`config.mk`:
```
export PLATFORM = sky130hd
export DESIGN_NAME = priority_interrupt_controller
export DESIGN_NICKNAME = d
export VERILOG_FILES = /design/src/rtl/pic_pkg.sv /design/src/rtl/priority_interrupt_controller.sv
export SDC_FILE = /design/constraint.sdc
export NUM_CORES = 1
export LEC_CHECK = 0
export ABC_AREA = 1
export BUFFER_PORTS_ARGS = -buffer_cell sky130_fd_sc_hd__buf_2
export CORE_ASPECT_RATIO = 2
export CORE_MARGIN = 2
export CORE_UTILIZATION = 46
export CTS_CLUSTER_SIZE = 12
export DETAILED_ROUTE_END_ITERATION = 8
export PLACE_DENSITY = 0.61
export SLEW_MARGIN = 25
export SYNTH_ARGS = -nofsm -noshare
export SYNTH_HDL_FRONTEND = slang
export SYNTH_SLANG_ARGS = --single-unit
export TNS_END_PERCENT = 20
```
`constraint.sdc`:
```
create_clock -name CLOCK_I -period 17.6 [get_ports CLOCK_I]
set_input_delay 2.64 -clock CLOCK_I [delete_from_list [all_inputs] [get_ports CLOCK_I]]
set_output_delay 2.64 -clock CLOCK_I [all_outputs]
set_load 0.05 [all_outputs]
```
`src/rtl/pic_pkg.sv`:
```
// Constants, types and register map of the priority interrupt controller
package pic_pkg;

  // Register offsets
  localparam logic [7:0] OFS_EOI    = 8'h22;
  localparam logic [7:0] OFS_POLL   = 8'h24;
  localparam logic [7:0] OFS_PSTAT  = 8'h26;
  localparam logic [7:0] OFS_MASK   = 8'h28;
  localparam logic [7:0] OFS_THRESH = 8'h2a;
  localparam logic [7:0] OFS_INSERV = 8'h2c;
  localparam logic [7:0] OFS_REQ    = 8'h2e;
  localparam logic [7:0] OFS_STAT   = 8'h30;
  // Control word offset per slot; slot 1 has no source
  localparam logic [7:0] CTL_OFS [8] = '{8'h32, 8'hff, 8'h34, 8'h36,
                                         8'h38, 8'h3a, 8'h3c, 8'h3e};

  // Slots: 0 timers, 2 dma0, 3 dma1, 4..7 external pins 0..3
  localparam logic [7:0] SLOT_USED = 8'hfd;
  localparam int         SLOT_TMR  = 0;
  localparam int         SLOT_DMA0 = 2;
  localparam int         SLOT_DMA1 = 3;
  localparam int         SLOT_EXT0 = 4;
  localparam int         SLOT_EXT1 = 5;

  // Fixed vector types per slot
  localparam logic [4:0] VEC_TYPE [8] = '{5'h08, 5'h00, 5'h0a, 5'h0b,
                                          5'h0c, 5'h0d, 5'h0e, 5'h0f};

  // Field positions
  localparam int B_INTREQ = 15;
  localparam int B_NSPEC  = 15;

  // Control word layout: pr[2:0], msk[3], ltm[4], cas[5], nested_override_mode[6]
  typedef struct packed {
    logic       nested_override_mode;
    logic       cas;
    logic       level_trigger_select;
    logic       msk;
    logic [2:0] pr;
  } ctl_t;

  // Writable control bits per slot
  localparam logic [6:0] CTL_WMASK [8] = '{7'h0f, 7'h00, 7'h0f, 7'h0f,
                                           7'h7f, 7'h7f, 7'h1f, 7'h1f};

  // Reset values
  localparam ctl_t       CTL_RST    = '{nested_override_mode: 1'b0, cas: 1'b0, level_trigger_select: 1'b0,
                                        msk: 1'b1, pr: 3'h7};
  localparam logic [2:0] THRESH_RST = 3'h7;

  typedef enum logic [1:0] {
    ST_IDLE = 2'b01,
    ST_WAIT = 2'b10
  } ack_st_t;

endpackage : pic_pkg

```
`src/rtl/priority_interrupt_controller.sv`:
```
// Master-mode priority interrupt controller with poll and cascade support
// How it works
// - Cascade pairs: pin zero acked on pin two, pin one on pin three.
// - Each pair enters cascade by the cascade bit of its request control word.
// - A source with its in-service flag set raises no new request.
// - Nested override lets pin zero or one re-request; flag still blocks lower.
// - Poll word: bit 15 request pending, bits 4:0 winning vector type.
// - Reading the poll word sets the winner's in-service flag like an ack.
// - Poll status word mirrors poll word and changes no flag.
// - Each source has a 3-bit priority, lower is higher, default seven.
// - Ties at one level go to the lowest slot number.
// - Nonspecific end-of-service clears the highest-priority active flag.
// - Specific end-of-service clears only the flag of the written vector type.
// - Edge mode needs the pin sampled low before it requests again.
// - Level mode requests as long as the pin stays high.
// - Fixed vector types for timers, dma and direct external pins.
// - Cascaded ack takes two ack pulses; vector read from slave on the second.
// - Ack or poll sets the flag; lower priorities then stay held back.
// - In-service flags: one for timers, one per dma, one per pin; read/write.
// - Timer request is OR of timers; internal bits set on event; an ack clears the dma bit or the lowest set timer bit.
// - External request bits are live, read-only, edge mode shows armed rise.
// - Mask register bits are the same storage as control word mask bits.
// - Priority threshold blocks higher numbers than its code; resets to seven.
// - Trigger bit one selects level, zero selects edge.
//
// Local design decisions: the register addresses and strobed register access.
module priority_interrupt_controller
  import pic_pkg::*;
(
  // Clock and reset
  input  wire logic        CLOCK_I,
  input  wire logic        ARST_N_I,
  // Register port
  input  wire logic [7:0]  ADDR_I,
  input  wire logic [15:0] WDATA_I,
  input  wire logic        WR_I,
  input  wire logic        RD_I,
  output logic      [15:0] RDATA_O,
  // Internal sources, one-cycle events
  input  wire logic [2:0]  TIMER_REQ_I,
  input  wire logic [1:0]  DMA_REQ_I,
  // CPU side
  input  wire logic        INTA_I,
  output logic             INTR_O,
  output logic      [7:0]  VECTOR_O,
  output logic             VECTOR_VALID_O,
  // External pins
  input  wire logic        EXT_REQUEST_ZERO_I,
  input  wire logic        EXT_REQUEST_ONE_I,
  input  wire logic        EXT_PIN_TWO_OR_ACK_ZERO_I,
  output logic             EXT_PIN_TWO_OR_ACK_ZERO_O,
  output logic             EXT_PIN_TWO_OR_ACK_ZERO_OE_O,
  input  wire logic        EXT_PIN_THREE_OR_ACK_ONE_I,
  output logic             EXT_PIN_THREE_OR_ACK_ONE_O,
  output logic             EXT_PIN_THREE_OR_ACK_ONE_OE_O,
  input  wire logic [7:0]  CAS_VECTOR_I
);

  ////////////////////////////////////////////////////////////////////////////

  function automatic logic [3:0] pick_best(input logic [7:0] cand,
                                           input ctl_t c [8]);
    logic [3:0] r;
    r = 4'h0;
    for (int i = 0; i < 8; i++) begin
      if (cand[i] && (!r[3] || c[i].pr < c[r[2:0]].pr)) begin
        r = {1'b1, 3'(i)};
      end
    end
    return r;
  endfunction : pick_best

  function automatic logic [3:0] ctl_hit(input logic [7:0] a);
    logic [3:0] r;
    r = 4'h0;
    for (int i = 0; i < 8; i++) begin
      if (SLOT_USED[i] && a == CTL_OFS[i]) begin
        r = {1'b1, 3'(i)};
      end
    end
    return r;
  endfunction : ctl_hit

  function automatic logic [3:0] vec_to_slot(input logic [4:0] v);
    logic [3:0] r;
    r = 4'h0;
    for (int i = 0; i < 8; i++) begin
      if (SLOT_USED[i] && v == VEC_TYPE[i]) begin
        r = {1'b1, 3'(i)};
      end
    end
    return r;
  endfunction : vec_to_slot
  ////////////////////////////////////////////////////////////////////////////

  ctl_t       ctl_ff [8];
  ctl_t       nxt_ctl [8];
  logic [2:0] thr_ff, nxt_thr;
  logic [7:0] isr_ff, nxt_isr;
  logic [2:0] irt_ff, nxt_irt;
  logic [1:0] dma_ff, nxt_dma;
  logic [3:0] arm_ff, nxt_arm;
  logic [3:0] sy1_ff, sy2_ff;
  logic [7:0] cv1_ff, cv2_ff;
  ack_st_t    st_ff, nxt_st;
  logic [2:0] slot_ff, nxt_slot;
  logic [7:0] vec_ff, nxt_vec;
  logic       vval_ff, nxt_vval;
  logic [15:0] rd_ff, nxt_rd;

  logic [3:0] ext_live;
  logic [7:0] req_vec, ovr, elig;
  logic [3:0] win, isw, hit, eoi_s;
  logic       req_ok, take, poll_rd, is_casc;
  logic [15:0] poll_val;

  ////////////////////////////////////////////////////////////////////////////
  // Request sources and resolution
  always_comb begin
    for (int k = 0; k < 4; k++) begin
      ext_live[k] = sy2_ff[k] & (ctl_ff[SLOT_EXT0 + k].level_trigger_select | arm_ff[k]);
    end
    // pins two and three become acks
    ext_live[2] = ext_live[2] & ~ctl_ff[SLOT_EXT0].cas;
    ext_live[3] = ext_live[3] & ~ctl_ff[SLOT_EXT1].cas;
    // timer bit is OR of timers
    req_vec = {ext_live, dma_ff, 1'b0, |irt_ff};
    for (int i = 0; i < 8; i++) begin
      // override on pins zero and one
      ovr[i] = (i == SLOT_EXT0 || i == SLOT_EXT1) && ctl_ff[i].nested_override_mode;
      elig[i] = req_vec[i] & ~ctl_ff[i].msk & (ctl_ff[i].pr <= thr_ff)
                & (~isr_ff[i] | ovr[i]);
    end
    win = pick_best(elig, ctl_ff);
    isw = pick_best(isr_ff, ctl_ff);
    req_ok = win[3] && (!isw[3]
             || ctl_ff[win[2:0]].pr < ctl_ff[isw[2:0]].pr
             || (ovr[win[2:0]] && ctl_ff[win[2:0]].pr <= ctl_ff[isw[2:0]].pr));
    poll_val = {req_ok, 10'h000, VEC_TYPE[win[2:0]]};
    poll_rd = RD_I && ADDR_I == OFS_POLL;
    take = req_ok && ((st_ff == ST_IDLE && INTA_I) || poll_rd);
  end

  ////////////////////////////////////////////////////////////////////////////
  // Internal request latches, edge arming, synchronisers
  always_comb begin
    nxt_irt = irt_ff;
    nxt_dma = dma_ff;
    nxt_arm = arm_ff;
    if (WR_I && ADDR_I == OFS_STAT) begin
      nxt_irt = WDATA_I[2:0];
    end
    if (WR_I && ADDR_I == OFS_REQ) begin
      nxt_dma = WDATA_I[3:2];
    end
    if (take) begin
      unique case (win[2:0])
        3'(SLOT_TMR):  nxt_irt = irt_ff[0] ? {irt_ff[2:1], 1'b0} :
                                 irt_ff[1] ? {irt_ff[2], 2'b00} : 3'h0;
        3'(SLOT_DMA0): nxt_dma[0] = 1'b0;
        3'(SLOT_DMA1): nxt_dma[1] = 1'b0;
        default:       nxt_arm[win[1:0]] = 1'b0;
      endcase
    end
    // New events win over any clear
    nxt_irt = nxt_irt | TIMER_REQ_I;
    nxt_dma = nxt_dma | DMA_REQ_I;
    nxt_arm = nxt_arm | ~sy2_ff;
  end

  always_ff @(posedge CLOCK_I or negedge ARST_N_I) begin
    if (!ARST_N_I) begin
      irt_ff <= 3'h0;
      dma_ff <= 2'h0;
      arm_ff <= 4'h0;
      sy1_ff <= 4'h0;
      sy2_ff <= 4'h0;
      cv1_ff <= 8'h00;
      cv2_ff <= 8'h00;
    end else begin
      irt_ff <= nxt_irt;
      dma_ff <= nxt_dma;
      arm_ff <= nxt_arm;
      sy1_ff <= {EXT_PIN_THREE_OR_ACK_ONE_I, EXT_PIN_TWO_OR_ACK_ZERO_I,
                 EXT_REQUEST_ONE_I, EXT_REQUEST_ZERO_I};
      sy2_ff <= sy1_ff;
      cv1_ff <= CAS_VECTOR_I;
      cv2_ff <= cv1_ff;
    end
  end

  ////////////////////////////////////////////////////////////////////////////
  // Control words, threshold, in-service flags
  always_comb begin
    hit   = ctl_hit(ADDR_I);
    eoi_s = WDATA_I[B_NSPEC] ? isw : vec_to_slot(WDATA_I[4:0]);
    nxt_thr = thr_ff;
    nxt_isr = isr_ff;
    for (int i = 0; i < 8; i++) begin
      nxt_ctl[i] = ctl_ff[i];
    end
    if (WR_I && hit[3]) begin
      nxt_ctl[hit[2:0]] = ctl_t'(WDATA_I[6:0] & CTL_WMASK[hit[2:0]]);
    end
    if (WR_I && ADDR_I == OFS_MASK) begin
      for (int i = 0; i < 8; i++) begin
        if (SLOT_USED[i]) begin
          nxt_ctl[i].msk = WDATA_I[i];
        end
      end
    end
    if (WR_I && ADDR_I == OFS_THRESH) begin
      nxt_thr = WDATA_I[2:0];
    end
    if (WR_I && ADDR_I == OFS_INSERV) begin
      nxt_isr = WDATA_I[7:0] & SLOT_USED;
    end
    if (WR_I && ADDR_I == OFS_EOI && eoi_s[3]) begin
      nxt_isr[eoi_s[2:0]] = 1'b0;
    end
    // ack or poll sets flag, wins over clear
    if (take) begin
      nxt_isr[win[2:0]] = 1'b1;
    end
  end

  always_ff @(posedge CLOCK_I or negedge ARST_N_I) begin
    if (!ARST_N_I) begin
      for (int i = 0; i < 8; i++) begin
        ctl_ff[i] <= CTL_RST;
      end
      thr_ff <= THRESH_RST;
      isr_ff <= 8'h00;
    end else begin
      ctl_ff <= nxt_ctl;
      thr_ff <= nxt_thr;
      isr_ff <= nxt_isr;
    end
  end

  ////////////////////////////////////////////////////////////////////////////
  // Acknowledge sequence
  always_comb begin
    nxt_st   = st_ff;
    nxt_slot = slot_ff;
    nxt_vec  = vec_ff;
    nxt_vval = 1'b0;
    is_casc  = (slot_ff == 3'(SLOT_EXT0) && ctl_ff[SLOT_EXT0].cas)
               || (slot_ff == 3'(SLOT_EXT1) && ctl_ff[SLOT_EXT1].cas);
    // two ack pulses, vector on the second
    unique case (st_ff)
      ST_IDLE: begin
        if (INTA_I && req_ok) begin
          nxt_slot = win[2:0];
          nxt_st   = ST_WAIT;
        end
      end
      ST_WAIT: begin
        if (INTA_I) begin
          nxt_vec  = is_casc ? cv2_ff : {3'h0, VEC_TYPE[slot_ff]};
          nxt_vval = 1'b1;
          nxt_st   = ST_IDLE;
        end
      end
    endcase
  end

  always_ff @(posedge CLOCK_I or negedge ARST_N_I) begin
    if (!ARST_N_I) begin
      st_ff   <= ST_IDLE;
      slot_ff <= 3'h0;
      vec_ff  <= 8'h00;
      vval_ff <= 1'b0;
    end else begin
      st_ff   <= nxt_st;
      slot_ff <= nxt_slot;
      vec_ff  <= nxt_vec;
      vval_ff <= nxt_vval;
    end
  end

  // each pair drives its ack only in cascade
  // ack low from after the first ack pulse through the second
  assign EXT_PIN_TWO_OR_ACK_ZERO_OE_O   = ctl_ff[SLOT_EXT0].cas;
  assign EXT_PIN_THREE_OR_ACK_ONE_OE_O  = ctl_ff[SLOT_EXT1].cas;
  assign EXT_PIN_TWO_OR_ACK_ZERO_O      = !(st_ff == ST_WAIT
                                            && slot_ff == 3'(SLOT_EXT0));
  assign EXT_PIN_THREE_OR_ACK_ONE_O     = !(st_ff == ST_WAIT
                                            && slot_ff == 3'(SLOT_EXT1));
  assign INTR_O         = req_ok;
  assign VECTOR_O       = vec_ff;
  assign VECTOR_VALID_O = vval_ff;

  ////////////////////////////////////////////////////////////////////////////
  // Read port, data one cycle after strobe

  always_comb begin
    nxt_rd = 16'h0000;
    if (RD_I) begin
      if (hit[3]) begin
        nxt_rd = {9'h000, ctl_ff[hit[2:0]]};
      end
      unique case (ADDR_I)
        OFS_POLL, OFS_PSTAT: nxt_rd = poll_val;
        OFS_THRESH: nxt_rd = {13'h0000, thr_ff};
        OFS_INSERV: nxt_rd = {8'h00, isr_ff};
        OFS_REQ:    nxt_rd = {8'h00, req_vec};
        OFS_STAT:   nxt_rd = {13'h0000, irt_ff};
        OFS_MASK: begin
          for (int i = 0; i < 8; i++) begin
            nxt_rd[i] = SLOT_USED[i] & ctl_ff[i].msk;
          end
        end
        default: ;
      endcase
    end
  end

  always_ff @(posedge CLOCK_I or negedge ARST_N_I) begin
    if (!ARST_N_I) begin
      rd_ff <= 16'h0000;
    end else begin
      rd_ff <= nxt_rd;
    end
  end

  assign RDATA_O = rd_ff;
endmodule : priority_interrupt_controller
```
-- After elaboration in Yosys (flattened, before gate mapping)
Memory sizes are Yosys's and may differ from the RTL's.
Cells that the tools add are included.
Widths: inputs -> output; s select.
- order comparisons: 46
- equal/unequal tests: 30
- multiplexer cells: 127
- bitwise gates (word level): 76
- reduce and logical (&&, ||, !) cells: 77
- operator list (operator ; count):
    $bmux 7 s3 ; 16
    $mux 4 ; 32
    $eq 8x6->1 const B ; 15
    $mux 3 ; 35
    $ge 4x4->1 const B ; 17
    $not 3->4 ; 17
    $bwmux 56 ; 1
    $mux 53 ; 1
    $pmux 8 s6 ; 1
    $lt 3x3->1 ; 14
    $mux 7 ; 6
    $eq 5x4->1 const B ; 7
    $logic_and 1x1->1 ; 35
    $mux 8 ; 4
    $and 1x1->1 ; 27
    $le 3x3->1 ; 8
    $demux 7 s3 ; 1
    $mux 5 ; 4
    $logic_or 1x1->1 ; 17
    $logic_not 1->1 ; 16
    $mux 16 ; 1
    $not 1->1 ; 16
    $pmux 8 s2 ; 1
    $mux 1 ; 15
    other kinds (32) ; 49
- register bits after elaboration: 130
- ROM bits: 136
- input bits: 46
- output and inout port bits: 30
- word-level logic and storage cells: 413
- memories: 3
- memories (name ; depth ; width ; rd ports ; clocked after memory_dff ; wr ports ; RTL line ; RTL):
    (no name shown) ; 8 ; 7 ; 1 ; 0 ; 0 ; priority_interrupt_controller.sv:203 ; nxt_ctl[hit[2:0]] = ctl_t'(WDATA_I[6:0] & CTL_WMASK[hit[2:0]]);
    (no name shown) ; 8 ; 5 ; 1 ; 0 ; 0 ; priority_interrupt_controller.sv:260 ; nxt_vec = is_casc ? cv2_ff : {3'h0, VEC_TYPE[slot_ff]};
    (no name shown) ; 8 ; 5 ; 1 ; 0 ; 0 ; priority_interrupt_controller.sv:139 ; poll_val = {req_ok, 10'h000, VEC_TYPE[win[2:0]]};

-- Depth between registers and ports, before layout
- word-level depth: 68
- gate-level depth with buffers: 95
- gate-level depth less buffers: 95

-- Least setup slack after synthesis
Ideal clock, no wire load.
- kind: register -> output
- start point: reg ctl_ff[51] in the netlist's numbering
- end point: out INTR_O
- data arrival time: 9.266 ns
- required time: 14.960 ns
- setup slack: 5.694 ns
- cell stages (with the launch flop): 79
- buffers on the path: 1
- path through: dfstp_2 -> clkinv_1 -> ha_1 -> a21oi_1 -> nand2_1 -> nand2_2 -> nand2_4 -> o21ai_0 -> ha_1 -> a21oi_1 -> nand2_1 -> nand2_2 -> nand2_4 -> nand2_1 -> o21ai_0 -> ha_1 -> a21oi_1 -> nand2_1 -> [... 43 more ...] -> a21oi_1 -> nand2_1 -> nand2_2 -> nand2_8 -> nand2_4 -> inv_2 -> nand2_1 -> nand3_1 -> nand3_1 -> nand2_1 -> ha_1 -> a21oi_1 -> o21ai_0 -> o21ai_0 -> inv_1 -> nand2_2 -> nand2_1 -> inv_2
- cells in the longest elaborated chain, start to end: 63
- elaborated cells on any way between the ends: 135
- classes of those cells: order compare (16); mux (61); bitwise (15); reduce/logical (43)
- ends and longest elaborated chain (item ; RTL line ; RTL):
    start, declared ; priority_interrupt_controller.sv:96 ; ctl_t ctl_ff [8];
    start signal, assigned ; priority_interrupt_controller.sv:235 ; ctl_ff <= nxt_ctl;
    $bmux 7 s3 ; priority_interrupt_controller.sv:66 ; if (cand[i] && (!r[3] || c[i].pr < c[r[2:0]].pr)) begin
    $mux 3 (not written as such) (2 in a row) ; priority_interrupt_controller.sv:66 ;
    $lt 3x3->1 ; priority_interrupt_controller.sv:66 ;
    $logic_or 1x1->1 ; priority_interrupt_controller.sv:66 ;
    $logic_and 1x1->1 ; priority_interrupt_controller.sv:66 ;
    $mux 4 ; priority_interrupt_controller.sv:66 ;
    $not 3->4 (not written as such) ; priority_interrupt_controller.sv:66 ;
    $bmux 7 s3 ; priority_interrupt_controller.sv:66 ;
    [... 45 more ...] ; -- ;
    $mux 4 ; priority_interrupt_controller.sv:66 ;
    $not 3->4 (not written as such) ; priority_interrupt_controller.sv:137, priority_interrupt_controller.sv:138 ;
    $bmux 7 s3 ; priority_interrupt_controller.sv:137, priority_interrupt_controller.sv:138 ;
    $mux 3 (not written as such) (2 in a row) ; priority_interrupt_controller.sv:137, priority_interrupt_controller.sv:138 ;
    $lt 3x3->1 / $le 3x3->1 (equally long branches) ; priority_interrupt_controller.sv:137, priority_interrupt_controller.sv:138 ;
    $logic_or 1x1->1 / $logic_and 1x1->1 (equally long branches) ; priority_interrupt_controller.sv:137, priority_interrupt_controller.sv:138 ;
    $logic_or 1x1->1 ; priority_interrupt_controller.sv:138 ; || (ovr[win[2:0]] && ctl_ff[win[2:0]].pr <= ctl_ff[isw[2:0]].pr));
    $logic_and 1x1->1 (*) ; priority_interrupt_controller.sv:136 ; req_ok = win[3] && (!isw[3]
    end, declared ; priority_interrupt_controller.sv:44 ; output logic INTR_O,
Mark *: on every way between the ends. The rest lies on a longest branch, timed or not. The select of a mux whose other input is x is not followed.

-- Worst setup path after layout
Ends and elaborated chain as after synthesis.

==> results by group <==
Status
  – Run status: completed

Synthesis
  – Mapped Area: about 0.0086 mm^2
  – EDFF count, synth: 0
  – Gate Count Post-Synth: 1,202
  – Post-synth cell types: 46
  – Synth Warn #: 0
  – Synth area leader: dfrtp_1
  – Ranking of synthesized cells by area: dfrtp_1 25%, nand2_1 14%, dfstp_2 11%
  – Top-area cell type share of the netlist area: 0.245
  – Post-synthesis sequential area ratio: 0.353
  – Count of state elements after synthesis: 119
  – Async set or reset register ratio after synthesis: 1.00
  – Dominant synthesized flop cell: dfrtp_1
  – Synthesized area per cell: 7.13 um^2

Finish
  – Antenna cells: 0
  – Fin util: 0.527
  – Commonest non-fill, non-tap cell in the layout: nand2_1
  – Layout cells sized above 1: 0.162
  – Synth-to-Final Area Change: 12.7%
  – Final instance area: 0.00965 mm^2
  – Multi-input gate area: 0.00482 mm^2
  – Filler cell count: ~1.9k
  – Most frequent cells in the layout: 312 x nand2_1, 146 x inv_1, 127 x o21ai_0
  – Nets@finish: 1,358
  – FF/Latch Area: slightly above 0.003 mm^2

Placement
  – IO Port Bufs: 61
  – DP Area: between 0.009 and 0.01 mm^2
  – Post-detail-place hpwl: about 24 mm
  – Final RePlAce weighted congestion: 1.02

STA
  – Sum Neg Setup Slack: 0 ns
  – Final setup viols: 0
  – Minimum clock period: 14.54 ns
  – Fin. max-slew vios: 0
  – Final hold vios: 0
  – Worst-Margin Slew: roughly 0.9 ns
  – Worst slew margin: 0.402
  – Fmax: 0.0688 GHz
  – Hold_ws: 0.346 ns
  – Ratio of final minimum period to clock period: 0.826
  – Fin Clk Skew: 0.0111 ns
  – RSZ-0062 raised after global routing: no

Worst setup path
  – CP Max Fanout: 10
  – FF-to-FF path depth: 83
  – Crit. End Element: output port
  – Critical path launch point type: register
  – Crit Path Category: register to output port
  – Crit path largest cell delay: 0.57 ns
  – Launch point of the worst reg-to-reg path: ctl_ff[51]
  – Reg2reg end: dma_ff[0]
  – Most used cell along the critical path: nand2_1
  – Worst EP arrival: 11.90 ns
  – Worst Path Buf+Inv: 13
  – Slowest stage cell on the critical path: dfstp_2
  – Internal reg-to-reg setup slack: 5.56 ns
  – Data required time of the critical path: 14.96 ns
  – Crit path max-delay family: simple AND/OR/NAND/NOR gates

Routing
  – DRT Pass-1 Iters: 6
  – WL/cell: 21.2 um
  – Via count: 8,528
  – Post-route ant nets: 0
  – Post-Route WL: 31.6 mm
  – Initial DRC count: 534
  – Routed vias/inst: 5.72
  – # DRC: 0

Clocking
  – Clock Tree Root: clkbuf_16
  – H-tree depth: 4
  – CTS buffer count: 17
  – CTS Sinks: 119
  – Worst skew pair latency: ~0.44 ns
  – Setup fix buffers added after clock tree synthesis: 0
  – Post-CTS sizing: 0
  – Hold-fix buffers at CTS: 0
  – Reg clk slew, reported paths: 0.06 ns
  – CTS tree: done
  – Clk buf depth: 2

Run
  – MaxCap Viol Count: 0

GRT
  – Largest net degree at the start of global routing: 73
  – Initial antenna violation count: 0
  – GR Util All Layers: 0.336
  – First-pass GRT wire length: around 48 mm
  – GRT overflow: 0
  – Vias in the first global route: 8,503

Floorplanning
  – I/O Pins: 76
  – Row count: 70
  – Die Y: 197 um
  – Die X: 101 um
  – CORE AREA: approximately 0.018 mm^2
  – Initial core utilization: 0.468
  – Full die area: approximately 0.02 mm^2

Power
  – Cell Pwr Density: 173 mW/mm^2
  – Total leakage power: 4.75 nW
  – Peak VDD IR: 0.103 mV

Worst hold path
  – Hold Crit Start: cv1_ff[1]
  – Hold path cells: 0
  – HP Class: register to register
  – Hold EP: cv2_ff[1]
## cell usage after synthesis, drive strengths merged (4+ instances only)
library cell	count
o2111ai	6
buf	8
o31ai	7
a31oi	6
nand4	11
inv	160
dfstp	35
clkbuf	21
nor3	7
a21oi	66
a32oi	5
o221ai	5
ha	50
nand3b	6
o21bai	4
dfrtp	84
nand3	87
o21ai	136
a22oi	5
clkinv	5
or2	6
o22ai	7
o211ai	19
nand2	354
nor2	82
## worst register-to-register path: cells and delay by family, from the launching register on
family | cells | cell delay (ns)
compound gates | 20 | 3.12
fa+ha+maj | 8 | 2.46
buf+inv | 12 | 1.41
flops | 1 | 0.57
simple gates | 43 | 4.35
## power by group
group	total, mW	leakage (nW)	internal, mW	switching [mW]
clock	0.351	0.283	0.211	0.140
combinational	0.998	3.07	0.305	0.693
sequential	0.322	1.40	0.299	0.0234
## stage by stage
| step | cells | worst slack (ns) | power (mW) |
|---|---|---|---|
| 2_1_floorplan | 1208 | 5.69 | 1.08 |
| 3_3_place_gp | 1459 | 3.63 | 1.30 |
| 3_5_place_dp | 1459 | 3.61 | 1.31 |
| 4_1_cts | 1491 | 3.11 | 1.66 |
| 5_1_grt | 1491 | 1.98 | 1.80 |
| 6_report | 1491 | 3.06 | 1.67 |
## state kept, by name, indices dropped and copies added, names as in the netlist
register / cells
cv1_ff: 8
isr_ff: 8
EXT_PIN_TWO_OR_ACK_ZERO_OE_O: 1
irt_ff: 3
thr_ff: 3
RDATA_O: 9
EXT_PIN_THREE_OR_ACK_ONE_OE_O: 1
arm_ff: 4
sy2_ff: 4
slot_ff: 3
ctl_ff: 50
VECTOR_VALID_O: 1
VECTOR_O: 8
sy1_ff: 4
st_ff: 2
dma_ff: 2
cv2_ff: 8
## routing by layer
metal,wire [um],track usage
met5,0,0
met4,3010,0.285
met3,1330,0.0446
met2,16100,0.581
met1,11200,0.350
## final cells by class
type,instances,area share
clock buffers,17,0.0441
clock inverters,15,0.0171
inverters,165,0.0642
multi-input cells,895,0.499
flip-flops and latches,119,0.313
well taps,216,0.0280
repair buffers,64,0.0346
## logic make-up (layout without fill, tap and decap cells)
logic type,after synthesis,count (layout),synth area share
other,1,7,0.000438
AND/OR/NAND/NOR,558,558,0.296
flip-flops,119,119,0.353
adder cells (fa/ha/maj),50,50,0.0730
buffers and inverters,194,261,0.0882
AO/OA/AOI/OAI,280,280,0.189
## worst max-delay path by stage
stage	startpoint	end	slack, ns	cells past startpoint
after floorplan	ctl_ff[51]	INTR_O	5.69	78
after global placement	ctl_ff[51]	INTR_O	3.63	81
after detailed placement	ctl_ff[51]	INTR_O	3.61	81
after CTS	ctl_ff[51]	INTR_O	3.11	81
after global routing	ctl_ff[51]	INTR_O	1.98	83
final	ctl_ff[51]	INTR_O	3.06	81
No activity file was read; power rests on OpenSTA's default activity.
